`config.mk`:
```
export PLATFORM = sky130hd
export DESIGN_NAME = pcie_link_cap_ctrl_regs
export DESIGN_NICKNAME = d
export VERILOG_FILES = /design/src/include/pcie_link_regs_pkg.sv /design/src/pcie_link_cap_ctrl_regs.sv
export SDC_FILE = /design/constraint.sdc
export NUM_CORES = 1
export LEC_CHECK = 0
export BUFFER_PORTS_ARGS = -buffer_cell sky130_fd_sc_hd__clkbuf_2
export CAP_MARGIN = 20
export CORE_UTILIZATION = 35
export CTS_CLUSTER_DIAMETER = 100
export CTS_CLUSTER_SIZE = 20
export DETAILED_ROUTE_END_ITERATION = 8
export MAX_ROUTING_LAYER = met4
export SLEW_MARGIN = 0
export SYNTH_ARGS = -nofsm -noshare
export SYNTH_HDL_FRONTEND = slang
export SYNTH_SLANG_ARGS = --single-unit
```
`constraint.sdc`:
```
create_clock -name clk_sys -period 1.7 [get_ports clk_sys]
set_input_delay 0.085 -clock clk_sys [delete_from_list [all_inputs] [get_ports clk_sys]]
set_output_delay 0.085 -clock clk_sys [all_outputs]
set_load 0.02 [all_outputs]
```
`src/include/pcie_link_regs_pkg.sv`:
```
/*
 * Constants and carrier types for the link capability and link control
 * register bank of an endpoint function.
 * Assumes a 32-bit Avalon-MM register bus with byte addresses.
 */
package pcie_link_regs_pkg;

	// Byte offsets inside the capability structure
	localparam logic [7:0] LINK_CAP_OFFSET  = 8'h0C;
	localparam logic [7:0] LINK_CTRL_OFFSET = 8'h10;

	// Link capabilities field positions
	localparam int PORT_NUM_LSB      = 24;
	localparam int ASPM_OPT_BIT      = 22;
	localparam int BW_NOTIFY_BIT     = 21;
	localparam int LINK_ACTIVE_BIT   = 20;
	localparam int SURPRISE_DOWN_BIT = 19;
	localparam int CLK_REMOVAL_BIT   = 18;
	localparam int L1_EXIT_LSB       = 15;
	localparam int L0S_EXIT_LSB      = 12;
	localparam int ASPM_SUPPORT_LSB  = 10;
	localparam int MAX_LANES_LSB     = 4;
	localparam int SPEEDS_LSB        = 0;

	// Link control field positions
	localparam int ASPM_CTRL_LSB  = 0;
	localparam int COMPL_BND_BIT  = 3;
	localparam int COMMON_CLK_BIT = 6;
	localparam int EXT_SYNCH_BIT  = 7;
	localparam int CLK_PM_EN_BIT  = 8;
	localparam int AUTO_WIDTH_BIT = 9;

	// Reset values
	localparam logic [1:0]  ASPM_CTRL_RST  = 2'h0;
	localparam logic        CTRL_BIT_RST   = 1'b0;
	localparam logic [31:0] RDATA_RST      = 32'h0000_0000;
	localparam logic [7:0]  PORT_NUM_RST   = 8'h00;

	// Avalon-MM request from the master
	typedef struct packed {
		logic        read;
		logic        write;
		logic [7:0]  address;
		logic [31:0] writedata;
		logic [3:0]  byteenable;
	} av_req_t;

	// Link layer status seen by the bank
	typedef struct packed {
		logic link_low_power;   // Link in L1 or L2/L3 Ready
		logic clk_wake;         // Local need for the reference clock
		logic l0s_exiting;
		logic in_recovery;
		logic width_change_req;
		logic width_reduce_fix; // Change reduces width for reliability
	} link_stat_t;

	// CLKREQ# handling states
	typedef enum logic [0:0] {
		CLK_HELD     = 1'b0,
		CLK_RELEASED = 1'b1
	} clkreq_state_t;

endpackage : pcie_link_regs_pkg

```
`src/pcie_link_cap_ctrl_regs.sv`:
```
/*
 * Link capability and link control register bank with the link-side
 * steering outputs that the control bits drive.
 * Assumes an Avalon-MM master that holds its request until it sees
 * waitrequest low, and link status inputs synchronous to clk_sys.
 */
`timescale 1ns/1ps
`default_nettype none

module pcie_link_cap_ctrl_regs
	import pcie_link_regs_pkg::*;
#(
	parameter logic [3:0] SUPPORTED_SPEEDS   = 4'h1,
	parameter logic [5:0] MAX_LANES          = 6'h04,
	parameter logic [1:0] ASPM_SUPPORT       = 2'h3,
	parameter logic [2:0] L0S_EXIT_CODE      = 3'h1,
	parameter logic [2:0] L1_EXIT_CODE       = 3'h2,
	parameter logic       CLK_REMOVAL_OK     = 1'b1,
	parameter logic       ASPM_OPTIONALITY   = 1'b1,
	parameter logic       AUTO_WIDTH_CAPABLE = 1'b1
) (
	// Clock and reset
	input  wire logic       clk_sys,
	input  wire logic       rstn,
	// Avalon-MM slave
	input  wire av_req_t    av_req,
	output logic [31:0]     av_readdata,
	output logic            av_waitrequest,
	// Hardware init strap
	input  wire logic [7:0] port_number_strap,
	// Link layer status
	input  wire link_stat_t link_stat,
	// Link layer steering
	output logic [1:0]      aspm_control_level,
	output logic            common_clock_config,
	output logic            extended_synch,
	output logic            completion_boundary,
	output logic            autonomous_width_disable,
	output logic            tx_extra_ordered_sets,
	output logic            width_change_grant,
	// CLKREQ# open-drain pin
	output logic            clkreq_out,
	output logic            clkreq_oe_n
);

	// Whole module state
	typedef struct packed {
		logic [31:0]   rdata;
		logic          wait_req;
		logic [1:0]    aspm_ctrl;
		logic          compl_bnd;
		logic          common_clk;
		logic          ext_synch;
		logic          clk_pm_en;
		logic          auto_width_dis;
		logic [7:0]    port_num;
		logic          strap_done;
		logic          extra_os;
		logic          width_grant;
		logic          clkreq_lvl;
		clkreq_state_t clk_st;
	} state_t;

	state_t st_q;
	state_t st_d;

	logic        take;
	logic [31:0] cap_word;
	logic [31:0] ctrl_word;

	// Capability word assembled from parameters and captured port number
	always_comb begin
		cap_word = 32'h0000_0000;
		cap_word[PORT_NUM_LSB +: 8]    = st_q.port_num;
		cap_word[ASPM_OPT_BIT]         = ASPM_OPTIONALITY;
		cap_word[BW_NOTIFY_BIT]        = 1'b0;
		cap_word[LINK_ACTIVE_BIT]      = 1'b0;
		cap_word[SURPRISE_DOWN_BIT]    = 1'b0;
		cap_word[CLK_REMOVAL_BIT]      = CLK_REMOVAL_OK;
		cap_word[L1_EXIT_LSB +: 3]     = L1_EXIT_CODE;
		cap_word[L0S_EXIT_LSB +: 3]    = L0S_EXIT_CODE;
		cap_word[ASPM_SUPPORT_LSB +: 2] = ASPM_SUPPORT;
		cap_word[MAX_LANES_LSB +: 6]   = MAX_LANES;
		cap_word[SPEEDS_LSB +: 4]      = SUPPORTED_SPEEDS;
	end

	// Control word; unlisted bits stay zero
	always_comb begin
		ctrl_word = 32'h0000_0000;
		ctrl_word[ASPM_CTRL_LSB +: 2] = st_q.aspm_ctrl;
		ctrl_word[COMPL_BND_BIT]      = st_q.compl_bnd;
		ctrl_word[COMMON_CLK_BIT]     = st_q.common_clk;
		ctrl_word[EXT_SYNCH_BIT]      = st_q.ext_synch;
		ctrl_word[CLK_PM_EN_BIT]      = st_q.clk_pm_en;
		ctrl_word[AUTO_WIDTH_BIT]     = st_q.auto_width_dis;
	end

	// Request taken only while waitrequest is high, so a held request
	// is served exactly once
	assign take = (av_req.read | av_req.write) & st_q.wait_req;

	// Next state
	always_comb begin
		st_d = st_q;

		// Port number caught once, first edge after reset release
		if (!st_q.strap_done) begin
			st_d.port_num   = port_number_strap;
			st_d.strap_done = 1'b1;
		end

		// Bus answer: waitrequest low for one cycle after the take
		st_d.wait_req = 1'b1;
		if (take) begin
			st_d.wait_req = 1'b0;
			st_d.rdata    = RDATA_RST;
		end

		// Read decode; unmapped addresses read zero
		if (take && av_req.read) begin
			if (av_req.address == LINK_CAP_OFFSET) begin
				st_d.rdata = cap_word;
			end else if (av_req.address == LINK_CTRL_OFFSET) begin
				st_d.rdata = ctrl_word;
			end
		end

		// Write decode; capability and unmapped writes dropped
		if (take && av_req.write && av_req.address == LINK_CTRL_OFFSET) begin
			if (av_req.byteenable[0]) begin
				st_d.aspm_ctrl  = av_req.writedata[ASPM_CTRL_LSB +: 2];
				st_d.compl_bnd  = av_req.writedata[COMPL_BND_BIT];
				st_d.common_clk = av_req.writedata[COMMON_CLK_BIT];
				st_d.ext_synch  = av_req.writedata[EXT_SYNCH_BIT];
			end
			if (av_req.byteenable[1]) begin
				st_d.clk_pm_en = av_req.writedata[CLK_PM_EN_BIT];
				// Hardwired zero without width capability
				st_d.auto_width_dis = AUTO_WIDTH_CAPABLE &
					av_req.writedata[AUTO_WIDTH_BIT];
			end
		end

		// Extra ordered sets on L0s exit and during Recovery
		st_d.extra_os = st_q.ext_synch &
			(link_stat.l0s_exiting | link_stat.in_recovery);

		// Width changes only for reliability when disabled
		st_d.width_grant = link_stat.width_change_req &
			(!st_q.auto_width_dis | link_stat.width_reduce_fix);

		// CLKREQ#: level is always low; release is by output enable
		st_d.clkreq_lvl = 1'b0;
		case (st_q.clk_st)
			CLK_HELD: begin
				// Release only when allowed and clock removal is tolerated
				if (st_q.clk_pm_en && CLK_REMOVAL_OK &&
					link_stat.link_low_power && !link_stat.clk_wake) begin
					st_d.clk_st = CLK_RELEASED;
				end
			end
			CLK_RELEASED: begin
				// Disable pulls the pin low at once
				if (!st_q.clk_pm_en || !link_stat.link_low_power ||
					link_stat.clk_wake) begin
					st_d.clk_st = CLK_HELD;
				end
			end
			default: begin
				st_d.clk_st = CLK_HELD;
			end
		endcase
		// Writing the enable to zero forces the hold on the same edge
		if (!st_d.clk_pm_en) begin
			st_d.clk_st = CLK_HELD;
		end
	end

	// State register
	always_ff @(posedge clk_sys or negedge rstn) begin
		if (!rstn) begin
			st_q.rdata          <= RDATA_RST;
			st_q.wait_req       <= 1'b1;
			st_q.aspm_ctrl      <= ASPM_CTRL_RST;
			st_q.compl_bnd      <= CTRL_BIT_RST;
			st_q.common_clk     <= CTRL_BIT_RST;
			st_q.ext_synch      <= CTRL_BIT_RST;
			st_q.clk_pm_en      <= CTRL_BIT_RST;
			st_q.auto_width_dis <= CTRL_BIT_RST;
			st_q.port_num       <= PORT_NUM_RST;
			st_q.strap_done     <= 1'b0;
			st_q.extra_os       <= 1'b0;
			st_q.width_grant    <= 1'b0;
			st_q.clkreq_lvl     <= 1'b0;
			st_q.clk_st         <= CLK_HELD;
		end else begin
			st_q <= st_d;
		end
	end

	// Outputs straight from state
	assign av_readdata              = st_q.rdata;
	assign av_waitrequest           = st_q.wait_req;
	assign aspm_control_level       = st_q.aspm_ctrl;
	assign common_clock_config      = st_q.common_clk;
	assign extended_synch           = st_q.ext_synch;
	assign completion_boundary      = st_q.compl_bnd;
	assign autonomous_width_disable = st_q.auto_width_dis;
	assign tx_extra_ordered_sets    = st_q.extra_os;
	assign width_change_grant       = st_q.width_grant;
	assign clkreq_out               = st_q.clkreq_lvl;
	assign clkreq_oe_n              = (st_q.clk_st == CLK_RELEASED);

endmodule : pcie_link_cap_ctrl_regs

`default_nettype wire

```
[Yosys cells after proc, flatten, opt, wreduce, memory -nomap -nowiden]
Index checks and enable logic that the tools add are counted.
Storage, ports and cells
  bits of input ports: 62
  bits in writable memories: 0
  logic and storage cells: 45
  latch bits: 0
  register bits after elaboration: 52
  memories: 0
  output and inout bits: 43
  bits in read-only memories: 0
Cells by class
  multipliers: 0
  multiplexer cells: 10
  $lt $le $gt $ge: 0
  shift operators: 0
  add/subtract/negate cells: 0
  reductions and logical operators: 13
  bitwise operators: 7
  equality and inequality tests: 2
  divide/modulo/power cells: 0
Operator list (number)
  $mux 32: 3
  $mux 33: 1
  $eq 8x4->1 const B: 1
  $eq 8x5->1 const B: 1
  $logic_and 1x1->1: 5
  $logic_not 1->1: 4
  $mux 2: 2
  $reduce_and 2->1: 2
  $and 1x1->1: 3
  $mux 1: 3
  $or 1x1->1: 3
  $logic_or 1x1->1: 2
  $pmux 1 s2: 1
  $not 1->1: 1

[Depth between registers and ports, before layout]
  depth after elaboration: 6
  depth in mapped cells: 5
  mapped depth without buffers: 3

[Least setup slack after synthesis]
No wires, ideal clock.
  path kind: register to register
  start point: register st_q, in the netlist av_waitrequest
  end point: register st_q, in the netlist av_readdata[27]
  setup time: 0.065 ns
  data required time: 1.635 ns
  setup slack: 0.172 ns
  cell stages (with the launch flop): 6
  arrival: 1.463 ns
  path buffers: 2
  clock period less this slack: 1.528 ns
  path through: dfstp_2 nor4b_4 and4_1 buf_2 buf_6 a22o_1
RTL lines
  start: declaration: RTL line pcie_link_cap_ctrl_regs.sv:64  | state_t st_q;
  start signal: assignment: RTL line pcie_link_cap_ctrl_regs.sv:197  | st_q <= st_d;

==> impl_metrics.py <==
metrics = {
    "power_and_ir_drop": {
        "p_comb_share_pct": 8.1,
        "power_density_mw_per_mm2": 871,
        "sw_frac_of_total_pct": 22.1,
        "p_switching_uw": 508,
        "seq_power_share_pct": 55.9,
        "p_leak_uw": 0.00146,
        "clkPwrFrac_pct": 35.9,
        "ir_drop_v": 0.000402,
        "cell_internal_pwr_uw": 1790,
    },
    "placed_design": {
        "hpwl_mm": 2.88,
        "dp_cells": 280,
        "port_buffers": 76,
        "gp_congestion": 0.667,
    },
    "critical_path": {
        "cpMaxStageDelayCell": "dfstp_2",
        "critPathArrivalTime_ps": 1820,
        "start_kind": "flop",
        "worst-path-max-fanout": 14,
        "crit_chain": "nor4b_4, buf_4, and4_1, buf_12, a22o_1",
        "endpoint_kind": "flop",
        "cpPeakStageDelay_ps": 560,
        "crit_type": "flop to flop",
        "required_ps": 1940,
    },
    "finish": {
        "area_growth_pct": 20.5,
        "fin_cells": 299,
        "final_nets": 285,
        "drive_gt1_share_pct": 48.7,
        "diodes": 0,
    },
    "yosys": {
        "synth_area_per_cell_um2": 13.3,
        "syn_area_mm2": 0.00219,
        "ys_seq_area_share_pct": 59.5,
        "ys_warn_count": 0,
        "yosys_register_bits": 52,
        "syn_nets": 227,
        "synth_cell_types": 30,
        "synth_cells": 165,
    },
    "cts": {
        "cts.sinks": 52,
        "h-tree-depth": 2,
        "cts_resized": 0,
        "ctsLongestPathBuffers": 2,
        "worstSkewPairLatency_ps": 300,
        "clk_pin_slew_ps": 90,
        "cts_root_buf": "clkbuf_8",
        "numCtsBuffers": 5,
        "cts_tree": "yes",
    },
    "die": {
        "die_area_mm2": 0.00657,
        "core_mm2": 0.00599,
        "placementRows": 28,
        "io_pins": 105,
        "die_h_um": 81.1,
        "die_x_um": 81.1,
        "start_util_pct": 36.5,
    },
    "routing": {
        "vias": 1356,
        "drc": 0,
        "first_pass_iters": 4,
        "viasPerCell": 4.54,
        "ant_nets": 0,
        "drtIter0Drc": 22,
        "wirelength_mm": 4.06,
        "post_drt_wl_per_cell_um": 13.6,
    },
    "global_routing": {
        "grt_max_degree": 34,
        "grt_pass1_wl_mm": 6.37,
        "track_usage_pct": 13.5,
        "grt_pass1_vias": 1296,
        "antenna_found_initial": 0,
        "grt_overflow": 0,
    },
    "sta": {
        "slew_violations": 0,
        "fin_crit_sh_pct": 93.3,
        "post-route-min-period_ps": 1590,
        "rsz0062_at_grt": "false",
        "hold_viol": 0,
        "tns_ps": 0,
        "finalClockSkew_ps": 3.90,
        "setup_violations": 0,
        "timing.fmax_mhz": 631,
    },
    "outcome": {
        "outcome": "complete, no violations",
    },
    "hold_path": {
        "min_path_type": "primary input to flop",
    },
    "run": {
        "drv_cap": 0,
    },
}
-- critical path, delay by kind of cell, from the launching register on --
kind	cells	cell delay (ps)
DFF	1	560
and+or+nand+nor	2	490
buffers and inverters	2	330
AOI/OAI and AO/OA	1	150
-- cells in the final DEF, fill, tap and decap left out, drive strengths merged, types with 2 or more instances in the layout --
master and n:
dfrtp 51, and3 2, dlygate4sd3 10, a22o 8
a21o 6, a32o 5, nand4 2, clkbuf 82
inv 2, o21ai 3, nand2 2, conb 2
and2 13, a21oi 2, mux2 15, buf 6
-- cell type report --
cell class                 count  area, um2
sequential                    52       1300
fill                         564       3350
inverter                       2       7.51
timing repair buffer          92        538
clock inverter                 2       35.0
multi-input combinational     70        588
clock buffer                   6       72.6
tap                           75       93.8
-- worst paths after layout --
kind | start | endpoint | slack, ps | cells after the start
hold / removal | port_number_strap[0] | cap_word[24]$_DFFE_PN0N_ | 10 | 2
max in group asynchronous | rstn | av_readdata[15]$_DFF_PN0_ | 830 | 3
setup reg to reg | av_waitrequest$_DFF_PN1_ | av_readdata[29]$_DFF_PN0_ | 110 | 5
hold reg to reg | av_readdata[22]$_DFF_PN0_ | av_readdata[22]$_DFF_PN0_ | 480 | 1
min in group asynchronous | rstn | av_readdata[27]$_DFF_PN0_ | 270 | 2
setup / recovery | av_waitrequest$_DFF_PN1_ | av_readdata[29]$_DFF_PN0_ | 110 | 5
-- metrics by stage --
step	worst slack (ps)	util, %	hold slack [ps]	power (uW)	cell area, um2
after floorplan	172	-	-211	1380	2190
after global placement	92.0	40.4	67.4	1480	2420
after detailed placement	77.4	40.4	71.9	1480	2420
after CTS	67.4	43.9	0.275	2340	2630
after global routing	28.7	44.0	0.768	2400	2640
final	114	44.0	12.3	2300	2640
-- synth_stat cells --
| cell | n | area share, % |
|---|---|---|
| a21boi_0 | 1 | 0.34 |
| a21o_1 | 6 | 2.1 |
| a21oi_1 | 2 | 0.46 |
| a22o_1 | 8 | 3.2 |
| a31oi_1 | 1 | 0.29 |
| a32o_1 | 5 | 2.3 |
| and2_1 | 13 | 3.7 |
| and3_1 | 2 | 0.57 |
| and3b_1 | 1 | 0.40 |
| and4_1 | 1 | 0.40 |
| buf_2 | 1 | 0.23 |
| buf_4 | 35 | 12 |
| buf_6 | 1 | 0.51 |
| clkbuf_1 | 4 | 0.69 |
| conb_1 | 2 | 0.34 |
| dfrtp_1 | 51 | 58 |
| dfstp_2 | 1 | 1.2 |
| inv_1 | 2 | 0.34 |
| mux2_2 | 15 | 7.7 |
| nand2_1 | 2 | 0.34 |
| nand3_1 | 1 | 0.23 |
| nand3b_1 | 1 | 0.34 |
| nand4_1 | 1 | 0.29 |
| nand4_2 | 1 | 0.57 |
| nor2_1 | 1 | 0.17 |
| nor3b_4 | 1 | 0.86 |
| nor4b_4 | 1 | 1.1 |
| o21a_1 | 1 | 0.34 |
| o21ai_0 | 2 | 0.46 |
| o21ai_1 | 1 | 0.23 |
-- metal layers --
| layer | global-route usage (%) | wire length, um | up-vias |
|---|---|---|---|
| li1 | - | - | 647 |
| met3 | 3.26 | 187 | 7 |
| met1 | 15.6 | 1750 | 652 |
| met5 | - | 0 | - |
| met2 | 22.4 | 2060 | 50 |
| met4 | 5.89 | 66 | 0 |
-- kinds of logic after synthesis --
| kind of cell | synth area share, % |
|---|---|
| flops | 59.5 |
| buf+inv | 13.8 |
| compound gates | 9.66 |
| other cells | 0.343 |
| mux | 7.72 |
| simple gates | 8.98 |
-- timing repair --
item	in CTS	in global routing
endpoints found under the setup margin	0	5
endpoints found under the hold margin	24	0
hold buffers	10	0
buffers inserted	0	1
-- sequential cells by signal, summed over array words and instances (netlist names) --
register                  cells
common_clock_config           1
clkreq_oe_n                   1
completion_boundary           1
autonomous_width_disable      1
tx_extra_ordered_sets         1
st_q                          1
extended_synch                1
cap_word                      8
width_change_grant            1
ctrl_word                     1
aspm_control_level            2
av_waitrequest                1
av_readdata                  32
-- power by group through the flow --
stage	registers, uW	clock network [uW]	logic [uW]
floorplan	1310	0	73.8
global placement	1310	0	170
detailed placement	1310	0	173
CTS	1290	864	190
global route	1290	902	209
finish	1290	826	187
No activity file was read; power rests on OpenSTA's default activity.
